$ cat src/rtl/ads_defs.svh
// register offsets, command codes and field positions of the axis drive status block
`ifndef ADS_DEFS_SVH
`define ADS_DEFS_SVH
`define ADS_OFF_COMMAND 8'h00
`define ADS_OFF_STATUS_ONE 8'h04
`define ADS_OFF_MAIN 8'h08
`define ADS_OFF_DETAIL 8'h0c
`define ADS_OFF_CONFIG 8'h10
`define ADS_OFF_CMP_PLUS 8'h14
`define ADS_OFF_CMP_MINUS 8'h18
`define ADS_OFF_IRQ_STAT 8'h1c
`define ADS_OFF_IRQ_MASK 8'h20
`define ADS_CMD_AXIS_SELECT 8'h0f
`define ADS_CMD_DRIVE_PLUS 8'h20
`define ADS_CMD_DRIVE_MINUS 8'h21
`define ADS_CMD_CLEAR 8'h25
`define ADS_CMD_DECEL_STOP 8'h26
`define ADS_CMD_SUDDEN_STOP 8'h27
`define ADS_CMD_MASK_LSB 8
`define ADS_ST_ABOVE 0
`define ADS_ST_BELOW 1
`define ADS_ST_PHASE_LSB 2
`define ADS_ST_JERK_LSB 5
`define ADS_ST_EXT_LSB 8
`define ADS_ST_UNUSED 11
`define ADS_ST_CAUSE_LSB 12
`define ADS_DT_SLMT_PLUS 0
`define ADS_DT_SLMT_MINUS 1
`define ADS_DT_HW_LSB 2
`define ADS_CFG_SLMT_EN 0
`define ADS_CFG_EXT_LSB 1
`define ADS_CFG_ALARM_EN 4
`define ADS_CFG_RESET 5'h00
`define ADS_CMP_RESET 32'h0000_0000
`define ADS_MAIN_DRV_LSB 0
`define ADS_MAIN_ERR_LSB 4
`endif

$ cat src/rtl/ads_pkg.sv
// types shared by the axis drive status block
`default_nettype none
package ads_pkg;
  typedef logic [2:0] ads_phase_t;
  typedef enum logic [1:0] {
    BUS_IDLE = 2'b01,
    BUS_ACK = 2'b10
  } ads_bus_state_t;
endpackage : ads_pkg
`default_nettype wire

$ cat src/rtl/ads_top.sv
// axis drive status block: wishbone slave, command decode and per-axis status
// Function
// - every axis keeps its own status word and a read returns the one of the last selected axis.
// - bit 0 shows position at or above the plus compare value, bit 1 position below the minus one.
// - bits 2, 3 and 4 show accelerating, constant speed and decelerating during a drive.
// - bits 5, 6 and 7 show the S-curve jerk phase rising, flat and falling.
// - bits 8 to 10 latch when one of the three external decelerating stop inputs ended the drive.
// - bits 12 and 13 latch when the plus or minus limit input ended the drive.
// - bits 14 and 15 latch when the servo alarm or the low emergency input ended the drive.
// - a drive ends on pulses done, a stop command, soft limit, external stop, limit, alarm or emergency.
// - input-caused stop details stay latched until the next drive command or the clear command.
// - once the drive is over, any set cause bit 12 to 15 raises the axis error flag in the main word.
// - the cause bits clear on the next drive command or on the finishing-status clear command.
// - a soft limit stop stays visible in the error detail after the drive has finished.
//
// Decided for this implementation: the Wishbone register port and the placing of the registers.
`default_nettype none
`include "ads_defs.svh"
module ads_top #(
  parameter int NUM_AXES = 2,
  parameter int POS_W = 32
) (
  input wire logic clk_i,
  input wire logic rst_i,
  input wire logic wb_cyc_i,
  input wire logic wb_stb_i,
  input wire logic wb_we_i,
  input wire logic [7:0] wb_adr_i,
  input wire logic [31:0] wb_dat_i,
  input wire logic [3:0] wb_sel_i,
  output logic [31:0] wb_dat_o,
  output logic wb_ack_o,
  input wire logic [NUM_AXES*POS_W-1:0] position_i,
  input wire logic [NUM_AXES-1:0] pulse_done_i,
  input wire logic [NUM_AXES*3-1:0] phase_i,
  input wire logic [NUM_AXES*3-1:0] jerk_i,
  input wire logic [NUM_AXES*3-1:0] ext_decel_stop_inputs_n_i,
  input wire logic [NUM_AXES-1:0] plus_limit_input_n_i,
  input wire logic [NUM_AXES-1:0] minus_limit_input_n_i,
  input wire logic [NUM_AXES-1:0] servo_alarm_input_n_i,
  input wire logic emergency_input_low_i,
  output logic [NUM_AXES-1:0] drive_active_o,
  output logic [NUM_AXES-1:0] drive_start_o,
  output logic [NUM_AXES-1:0] drive_end_o,
  output logic irq_o
);
  import ads_pkg::*;

  localparam int SEL_W = (NUM_AXES > 1) ? $clog2(NUM_AXES) : 1;
  localparam int N_EV = 2 * NUM_AXES;

  // byte-lane merge for partial writes
  function automatic logic [31:0] ads_merge(input logic [31:0] old_v, input logic [31:0] new_v,
                                            input logic [3:0] be);
    logic [31:0] res;
    res = old_v;
    for (int b = 0; b < 4; b++) begin
      if (be[b]) begin
        res[b*8 +: 8] = new_v[b*8 +: 8];
      end
    end
    return res;
  endfunction : ads_merge

  // bus handshake state
  ads_bus_state_t bus_q, bus_d;
  logic ack_d;
  logic [31:0] rdata_d;
  logic req_take, wr_take;

  // command decode
  logic cmd_we;
  logic [7:0] cmd_code;
  logic [NUM_AXES-1:0] cmd_mask;
  logic [NUM_AXES-1:0] start_v, decel_v, sudden_v, clear_v;
  logic dir_minus;

  // axis selection and software registers
  logic [SEL_W-1:0] sel_q, sel_d;
  logic [4:0] cfg_q, cfg_d;
  logic [POS_W-1:0] cmp_plus_q [NUM_AXES];
  logic [POS_W-1:0] cmp_plus_d [NUM_AXES];
  logic [POS_W-1:0] cmp_minus_q [NUM_AXES];
  logic [POS_W-1:0] cmp_minus_d [NUM_AXES];

  // per-axis results
  logic [15:0] axis_status [NUM_AXES];
  logic [5:0] axis_detail [NUM_AXES];
  logic [NUM_AXES-1:0] axis_error, axis_finish, axis_err_stop;

  // interrupt block
  logic irq_clr_we, irq_mask_we;
  logic [N_EV-1:0] irq_status, irq_mask;

  always_comb begin
    req_take = (bus_q == BUS_IDLE) & wb_cyc_i & wb_stb_i;
    wr_take = req_take & wb_we_i;
    bus_d = bus_q;
    unique case (bus_q)
      BUS_IDLE: begin
        if (req_take) begin
          bus_d = BUS_ACK;
        end
      end
      BUS_ACK: begin
        bus_d = BUS_IDLE;
      end
      default: begin
        bus_d = BUS_IDLE;
      end
    endcase
    ack_d = req_take;
  end

  always_comb begin
    cmd_we = wr_take & (wb_adr_i == `ADS_OFF_COMMAND) & (&wb_sel_i[1:0]);
    cmd_code = wb_dat_i[7:0];
    cmd_mask = wb_dat_i[`ADS_CMD_MASK_LSB +: NUM_AXES];
    dir_minus = (cmd_code == `ADS_CMD_DRIVE_MINUS);
    for (int i = 0; i < NUM_AXES; i++) begin
      start_v[i] = cmd_we & cmd_mask[i]
                 & ((cmd_code == `ADS_CMD_DRIVE_PLUS) | (cmd_code == `ADS_CMD_DRIVE_MINUS));
      decel_v[i] = cmd_we & cmd_mask[i] & (cmd_code == `ADS_CMD_DECEL_STOP);
      sudden_v[i] = cmd_we & cmd_mask[i] & (cmd_code == `ADS_CMD_SUDDEN_STOP);
      clear_v[i] = cmd_we & cmd_mask[i] & (cmd_code == `ADS_CMD_CLEAR);
    end
  end

  // any command naming axes moves the read selection; an empty mask keeps the old one
  always_comb begin
    sel_d = sel_q;
    if (cmd_we) begin
      for (int i = NUM_AXES - 1; i >= 0; i--) begin
        if (cmd_mask[i]) begin
          sel_d = SEL_W'(i);
        end
      end
    end
  end

  always_comb begin
    logic [31:0] cfg_w;
    cfg_w = ads_merge({27'h0, cfg_q}, wb_dat_i, wb_sel_i);
    cfg_d = cfg_q;
    if (wr_take & (wb_adr_i == `ADS_OFF_CONFIG)) begin
      cfg_d = cfg_w[4:0];
    end
    for (int i = 0; i < NUM_AXES; i++) begin
      cmp_plus_d[i] = cmp_plus_q[i];
      cmp_minus_d[i] = cmp_minus_q[i];
      if (wr_take & (SEL_W'(i) == sel_q) & (wb_adr_i == `ADS_OFF_CMP_PLUS)) begin
        cmp_plus_d[i] = POS_W'(ads_merge(32'(cmp_plus_q[i]), wb_dat_i, wb_sel_i));
      end
      if (wr_take & (SEL_W'(i) == sel_q) & (wb_adr_i == `ADS_OFF_CMP_MINUS)) begin
        cmp_minus_d[i] = POS_W'(ads_merge(32'(cmp_minus_q[i]), wb_dat_i, wb_sel_i));
      end
    end
  end

  always_comb begin
    irq_clr_we = wr_take & (wb_adr_i == `ADS_OFF_IRQ_STAT) & wb_sel_i[0];
    irq_mask_we = wr_take & (wb_adr_i == `ADS_OFF_IRQ_MASK) & wb_sel_i[0];
  end

  // read mux; reads have no side effect on any status bit
  always_comb begin
    rdata_d = '0;
    if (req_take & ~wb_we_i) begin
      unique case (wb_adr_i)
        `ADS_OFF_STATUS_ONE: rdata_d = {16'h0, axis_status[sel_q]};
        `ADS_OFF_MAIN: begin
          // main word holds up to four axes per field
          rdata_d[`ADS_MAIN_DRV_LSB +: NUM_AXES] = drive_active_o;
          rdata_d[`ADS_MAIN_ERR_LSB +: NUM_AXES] = axis_error;
        end
        `ADS_OFF_DETAIL: rdata_d = {26'h0, axis_detail[sel_q]};
        `ADS_OFF_CONFIG: rdata_d = {27'h0, cfg_q};
        `ADS_OFF_CMP_PLUS: rdata_d = 32'(cmp_plus_q[sel_q]);
        `ADS_OFF_CMP_MINUS: rdata_d = 32'(cmp_minus_q[sel_q]);
        `ADS_OFF_IRQ_STAT: rdata_d = 32'(irq_status);
        `ADS_OFF_IRQ_MASK: rdata_d = 32'(irq_mask);
        default: rdata_d = '0;
      endcase
    end
  end

  always_ff @(posedge clk_i) begin
    if (rst_i) begin
      bus_q <= BUS_IDLE;
      wb_ack_o <= 1'b0;
      wb_dat_o <= '0;
      sel_q <= '0;
      cfg_q <= `ADS_CFG_RESET;
    end else begin
      bus_q <= bus_d;
      wb_ack_o <= ack_d;
      wb_dat_o <= rdata_d;
      sel_q <= sel_d;
      cfg_q <= cfg_d;
    end
  end

  always_ff @(posedge clk_i) begin
    for (int i = 0; i < NUM_AXES; i++) begin
      if (rst_i) begin
        cmp_plus_q[i] <= POS_W'(`ADS_CMP_RESET);
        cmp_minus_q[i] <= POS_W'(`ADS_CMP_RESET);
      end else begin
        cmp_plus_q[i] <= cmp_plus_d[i];
        cmp_minus_q[i] <= cmp_minus_d[i];
      end
    end
  end

  // one status word per axis, each with its own latches
  for (genvar g = 0; g < NUM_AXES; g++) begin : g_axis
    ads_axis #(
      .POS_W(POS_W)
    ) u_axis (
      .clk_i(clk_i),
      .rst_i(rst_i),
      .start_i(start_v[g]),
      .dir_minus_i(dir_minus),
      .decel_cmd_i(decel_v[g]),
      .sudden_cmd_i(sudden_v[g]),
      .clear_i(clear_v[g]),
      .slmt_en_i(cfg_q[`ADS_CFG_SLMT_EN]),
      .ext_en_i(cfg_q[`ADS_CFG_EXT_LSB +: 3]),
      .alarm_en_i(cfg_q[`ADS_CFG_ALARM_EN]),
      .position_i(position_i[g*POS_W +: POS_W]),
      .cmp_plus_i(cmp_plus_q[g]),
      .cmp_minus_i(cmp_minus_q[g]),
      .pulse_done_i(pulse_done_i[g]),
      .phase_i(phase_i[g*3 +: 3]),
      .jerk_i(jerk_i[g*3 +: 3]),
      .ext_decel_stop_inputs_n_i(ext_decel_stop_inputs_n_i[g*3 +: 3]),
      .plus_limit_input_n_i(plus_limit_input_n_i[g]),
      .minus_limit_input_n_i(minus_limit_input_n_i[g]),
      .servo_alarm_input_n_i(servo_alarm_input_n_i[g]),
      .emergency_input_low_i(emergency_input_low_i),
      .active_o(drive_active_o[g]),
      .start_o(drive_start_o[g]),
      .finish_o(axis_finish[g]),
      .err_stop_o(axis_err_stop[g]),
      .error_o(axis_error[g]),
      .status_o(axis_status[g]),
      .detail_o(axis_detail[g])
    );
  end

  // drive end is exported as the same registered pulse that feeds the interrupt
  assign drive_end_o = axis_finish;

  ads_irq #(
    .N_EV(N_EV)
  ) u_irq (
    .clk_i(clk_i),
    .rst_i(rst_i),
    .set_i({axis_err_stop, axis_finish}),
    .clr_we_i(irq_clr_we),
    .clr_data_i(wb_dat_i[N_EV-1:0]),
    .mask_we_i(irq_mask_we),
    .mask_data_i(wb_dat_i[N_EV-1:0]),
    .status_o(irq_status),
    .mask_o(irq_mask),
    .irq_o(irq_o)
  );
endmodule : ads_top
`default_nettype wire

$ cat src/rtl/ads_irq.sv
// sticky event bits, mask and level interrupt output
`default_nettype none
module ads_irq #(
  parameter int N_EV = 4
) (
  input wire logic clk_i,
  input wire logic rst_i,
  input wire logic [N_EV-1:0] set_i,
  input wire logic clr_we_i,
  input wire logic [N_EV-1:0] clr_data_i,
  input wire logic mask_we_i,
  input wire logic [N_EV-1:0] mask_data_i,
  output logic [N_EV-1:0] status_o,
  output logic [N_EV-1:0] mask_o,
  output logic irq_o
);
  import ads_pkg::*;
  logic [N_EV-1:0] status_d;
  logic [N_EV-1:0] mask_d;
  logic irq_d;

  always_comb begin
    // a new event in the clearing cycle survives the clear
    status_d = (status_o & ~(clr_we_i ? clr_data_i : '0)) | set_i;
    mask_d = mask_we_i ? mask_data_i : mask_o;
    irq_d = |(status_d & mask_d);
  end

  always_ff @(posedge clk_i) begin
    if (rst_i) begin
      status_o <= '0;
      mask_o <= '0;
      irq_o <= 1'b0;
    end else begin
      status_o <= status_d;
      mask_o <= mask_d;
      irq_o <= irq_d;
    end
  end
endmodule : ads_irq
`default_nettype wire

$ cat src/rtl/ads_axis.sv
// one axis: drive state, stop-cause latches, error detail and status word
`default_nettype none
`include "ads_defs.svh"
module ads_axis #(
  parameter int POS_W = 32
) (
  input wire logic clk_i,
  input wire logic rst_i,
  input wire logic start_i,
  input wire logic dir_minus_i,
  input wire logic decel_cmd_i,
  input wire logic sudden_cmd_i,
  input wire logic clear_i,
  input wire logic slmt_en_i,
  input wire logic [2:0] ext_en_i,
  input wire logic alarm_en_i,
  input wire logic signed [POS_W-1:0] position_i,
  input wire logic signed [POS_W-1:0] cmp_plus_i,
  input wire logic signed [POS_W-1:0] cmp_minus_i,
  input wire logic pulse_done_i,
  input wire ads_pkg::ads_phase_t phase_i,
  input wire ads_pkg::ads_phase_t jerk_i,
  input wire logic [2:0] ext_decel_stop_inputs_n_i,
  input wire logic plus_limit_input_n_i,
  input wire logic minus_limit_input_n_i,
  input wire logic servo_alarm_input_n_i,
  input wire logic emergency_input_low_i,
  output logic active_o,
  output logic start_o,
  output logic finish_o,
  output logic err_stop_o,
  output logic error_o,
  output logic [15:0] status_o,
  output logic [5:0] detail_o
);
  import ads_pkg::*;
  logic dir_q, dir_d, active_d, start_d, finish_d, err_stop_d, error_d;
  logic [6:0] cause_q, cause_d, cause_set;
  logic [5:0] detail_d, detail_set;
  logic [15:0] status_d;
  logic above, below, slmt_p, slmt_m, lim_p, lim_m, alm, emergency_cause, any_stop, ending, starting, clr;
  logic [2:0] ext_hit;

  always_comb begin
    above = position_i >= cmp_plus_i;
    below = position_i < cmp_minus_i;
    slmt_p = slmt_en_i & ~dir_q & above;
    slmt_m = slmt_en_i & dir_q & (position_i <= cmp_minus_i);
    ext_hit = ext_en_i & ~ext_decel_stop_inputs_n_i;
    lim_p = ~plus_limit_input_n_i;
    lim_m = ~minus_limit_input_n_i;
    alm = alarm_en_i & ~servo_alarm_input_n_i;
    emergency_cause = ~emergency_input_low_i;
    any_stop = pulse_done_i | decel_cmd_i | sudden_cmd_i | slmt_p | slmt_m | (|ext_hit)
             | lim_p | lim_m | alm | emergency_cause;
    ending = active_o & any_stop;
    starting = start_i & ~active_o;
    // a drive command refused while running does not clear the causes
    clr = clear_i | starting;
    cause_set = {emergency_cause, alm, lim_m, lim_p, ext_hit} & {7{ending}};
    detail_set = {emergency_cause, alm, lim_m, lim_p, slmt_m, slmt_p} & {6{ending}};
    cause_d = (cause_q & ~{7{clr}}) | cause_set;
    detail_d = (detail_o & ~{6{clr}}) | detail_set;
    active_d = starting | (active_o & ~ending);
    dir_d = starting ? dir_minus_i : dir_q;
    start_d = starting;
    finish_d = ending;
    err_stop_d = |{cause_set, detail_set};
    error_d = ~active_d & ((|cause_d[6:3]) | (|detail_d));
    status_d = '0;
    status_d[`ADS_ST_ABOVE] = above;
    status_d[`ADS_ST_BELOW] = below;
    status_d[`ADS_ST_PHASE_LSB +: 3] = phase_i & {3{active_d}};
    status_d[`ADS_ST_JERK_LSB +: 3] = jerk_i & {3{active_d}};
    status_d[`ADS_ST_EXT_LSB +: 3] = cause_d[2:0];
    status_d[`ADS_ST_UNUSED] = 1'b0;
    status_d[`ADS_ST_CAUSE_LSB +: 4] = cause_d[6:3];
  end

  always_ff @(posedge clk_i) begin
    if (rst_i) begin
      dir_q <= 1'b0;
      active_o <= 1'b0;
      start_o <= 1'b0;
      finish_o <= 1'b0;
      err_stop_o <= 1'b0;
      error_o <= 1'b0;
      cause_q <= '0;
      detail_o <= '0;
      status_o <= '0;
    end else begin
      dir_q <= dir_d;
      active_o <= active_d;
      start_o <= start_d;
      finish_o <= finish_d;
      err_stop_o <= err_stop_d;
      error_o <= error_d;
      cause_q <= cause_d;
      detail_o <= detail_d;
      status_o <= status_d;
    end
  end
endmodule : ads_axis
`default_nettype wire

$ cat config.mk
export PLATFORM = sky130hd
export DESIGN_NAME = ads_top
export DESIGN_NICKNAME = d
export VERILOG_FILES = /design/src/rtl/ads_pkg.sv /design/src/rtl/ads_top.sv /design/src/rtl/ads_irq.sv /design/src/rtl/ads_axis.sv
export VERILOG_INCLUDE_DIRS = /design/src /design/src/rtl
export SDC_FILE = /design/constraint.sdc
export NUM_CORES = 1
export LEC_CHECK = 0
export BUFFER_PORTS_ARGS = -buffer_cell sky130_fd_sc_hd__buf_4
export CAP_MARGIN = 20
export CORE_MARGIN = 5
export CORE_UTILIZATION = 40
export CTS_CLUSTER_SIZE = 12
export DETAILED_ROUTE_END_ITERATION = 12
export GPL_ROUTABILITY_DRIVEN = 0
export PLACE_DENSITY = 0.72
export SKIP_CTS_REPAIR_TIMING = 1
export SYNTH_ARGS = -nofsm -noshare
export SYNTH_HDL_FRONTEND = slang
export SYNTH_SLANG_ARGS = --single-unit
$ cat constraint.sdc
create_clock -name clk_i -period 2.37 [get_ports clk_i]
set_input_delay 0.237 -clock clk_i [delete_from_list [all_inputs] [get_ports clk_i]]
set_output_delay 0.237 -clock clk_i [all_outputs]
set_load 0.02 [all_outputs]
==> impl_metrics.tcl <==
set metrics [dict create \
    status "finished with violations" \
    violations "negative hold slack, negative setup slack" \
    core_um2 31720 \
    routed_wl_um 47350 \
    finalCritPeriodShare_pct 116.5 \
    critPathLaunchType "register" \
    max_slew_margin_pct 31.74 \
    pin_count 180 \
    p_leak_nw 7.020 \
    via_per_inst 5.555 \
    final_util_pct 58.29 \
    tritoncts "built" \
    dr.pass1.iters 6 \
    async_flop_share_pct 0 \
    dp_hpwl_um 35340 \
    cts_num_sinks 233 \
    whs_ps -7.275 \
    synthTopCellsByCount "233 x dfxtp_1, 228 x a21oi_1, 213 x nand2_1" \
    maxCapViolCount 0 \
    design.die.area_um2 36000 \
    synth_cells 1601 \
    fill_cells 2718 \
    whs_path_depth 3 \
    required_ps 2830 \
    start_util_pct 40.74 \
    critPathKind "register to register" \
    crit_arrival_ps 3220 \
    ys_seq_elements 233 \
    n_antenna_cell 0 \
    r2r_cells 10 \
    netlist-cell-type-count 66 \
    row_count 65 \
    synth_largest_area_cell "dfxtp_1" \
    drt_iter0_drc 1524 \
    yosysSeqAreaShare_pct 36.10 \
    hold_path_class "primary input to register" \
    rsz0062_at_grt "yes" \
    tightest_slew_ps 1024 \
    drc 0 \
    grt_pass1_vias 13109 \
    drv_slew 0 \
    finalWorstSetupSlack_ps -390.7 \
    die_h_um 189.7 \
    clkTransAtPathRegs_ps 60 \
    nets 2305 \
    htree_levels 1 \
    synth_largest_type_area_fraction_pct 36.10 \
    area_growth_pct 43.08 \
    synth.avg_cell_area_um2 8.071 \
    gr-usage-all-layers_pct 24.39 \
    drive_above_1_share_pct 32.13 \
    clk-insertion-delay-late_ps 540 \
    peakVddDrop_uv 468.4 \
    antenna_found_initial 1 \
    cp_max_fo 8 \
    clockBufferDepth 3 \
    die_w_um 189.7 \
    period_needed_ps 2761 \
    finalSetupViolations 23 \
    powerDensity_nw_per_um2 482.0 \
    clock.fmax_ghz 0.3622 \
    syn_nets 1869 \
    cts_buffers 26 \
    grt_max_degree 185 \
    hold_viol 8 \
    netlist_area_um2 12920 \
    vias 13642 \
    synth_edf_count 0 \
    drtAntennaViolNets 0 \
    port-buffer-count 179 \
    placed_area_um2 16600 \
    finalInstanceArea_um2 18490 \
    synth-warning-count 0 \
    skew_ps 8.296 \
    cts_root_buffer "clkbuf_16" \
    grt_overflow 0 \
    cp-end-kind "register" \
    yosysMostFrequentCell "dfxtp_1" \
    synthFlopType "dfxtp_1" \
    netlist_top_cells_area "dfxtp_1 36%, ha_1 12%, a21oi_1 8.8%" \
    post_drt_wl_per_cell_um 19.28 \
    grt_pass1_wl_um 70790 \
]
[cells by family (layout without fill, tap and decap cells)]
| group | after synthesis | in the layout | share of synthesized area, % |
|---|---|---|---|
| simple gates | 581 | 581 | 21.03 |
| compound gates | 347 | 347 | 15.86 |
| flops | 233 | 233 | 36.10 |
| buf+inv | 222 | 675 | 7.058 |
| fa+ha+maj | 128 | 128 | 12.39 |
| mux | 88 | 88 | 7.426 |
| xor+xnor | 2 | 2 | 0.1356 |
[registers in the layout (all words and copies together) (netlist names), named ones only]
| signal | flops |
|---|---|
| cmp_minus_q | 64 |
| cmp_plus_q | 64 |
| wb_dat_o | 32 |
| g_axis.u_axis.status_o | 16 |
| g_axis.u_axis.cause_q | 14 |
| g_axis.u_axis.detail_o | 12 |
| cfg_q | 5 |
| u_irq.mask_o | 4 |
| u_irq.status_o | 4 |
| bus_q | 2 |
| g_axis.u_axis.active_o | 2 |
| g_axis.u_axis.dir_q | 2 |
| g_axis.u_axis.err_stop_o | 2 |
| g_axis.u_axis.error_o | 2 |
| g_axis.u_axis.finish_o | 2 |
| g_axis.u_axis.start_o | 2 |
| sel_q | 1 |
| u_irq.irq_o | 1 |
| wb_ack_o | 1 |
[report_power, final]
group          leakage, nW  switching, mW  internal [mW]
registers             1.89        0.00273           3.92
logic                 4.71          0.499          0.459
clock network        0.418           1.67           2.36
total                 7.02           2.17           6.74
[placed cells by master (no fill, tap or decap), drive strengths merged, types with 14 or more instances in the layout]
cell type,Yosys,layout
ha,128,128
o21ai,19,19
and2,15,15
nand3,148,148
nor2b,15,15
nand2,213,213
dfxtp,233,233
inv,134,134
nand4,20,20
nor2,106,106
buf,26,471
nor3,14,14
dlygate4sd3,0,25
clkbuf,62,37
mux2i,70,70
o22a,17,17
a21oi,228,228
[per-stage QoR]
step,hold slack (ps),total power [mW],setup WS [ps],setup TNS (ps),cells
finish,-7.275,8.912,-390.7,-4484,2456
global route,0.04818,9.197,-504.2,-7627,2456
CTS,-113.7,8.823,-585.7,-10060,2421
detailed placement,443.6,4.823,-583.1,-36910,2376
global placement,439.4,4.801,-431.7,-31460,2376
floorplan,317.9,4.347,-91.90,-552.0,1601
[critical path, stage by stage, from the launching register on]
cell and delay [ps]:
dfxtp_2 340, inv_2 40, ha_4 260, nand4_1 160, nor4_2 340, and4_4 310
o41a_1 260, o221ai_4 170, nor4b_4 330, a31oi_4 250, nor3b_2 230
[metal layers]
layer  routed length (um)  vias up  GRT usage, %
li1                     -     6477             -
met5                    7        -             0
met2                21730      682         39.75
met3                 4251      122         5.193
met4                 1787        2         8.041
met1                19570     6359         32.36
[path summary, 6_finish.rpt]
check,slack (ps),from,endpoint
worst min-delay path,-7,wb_dat_i[16],cmp_minus_q[0][16]
worst max register to register,-390,cmp_minus_q[1][27],g_axis[1].u_axis.status_o[2]
worst max-delay path,-390,cmp_minus_q[1][27],g_axis[1].u_axis.status_o[2]
worst min register to register,470,g_axis[1].u_axis.err_stop_o,u_irq.status_o[3]
[cell type report]
class / count / area, um^2 / share of cell area (%)
clock buffers: 37 / 773.2 / 4.182
well taps: 402 / 503.0 / 2.720
multi-input cells: 1146 / 8069 / 43.64
clock inverters: 8 / 67.56 / 0.3654
flip-flops and latches: 233 / 4700 / 25.42
repair buffers: 496 / 3874 / 20.95
inverters: 134 / 503.0 / 2.720
No activity file was read; power rests on OpenSTA's default activity.
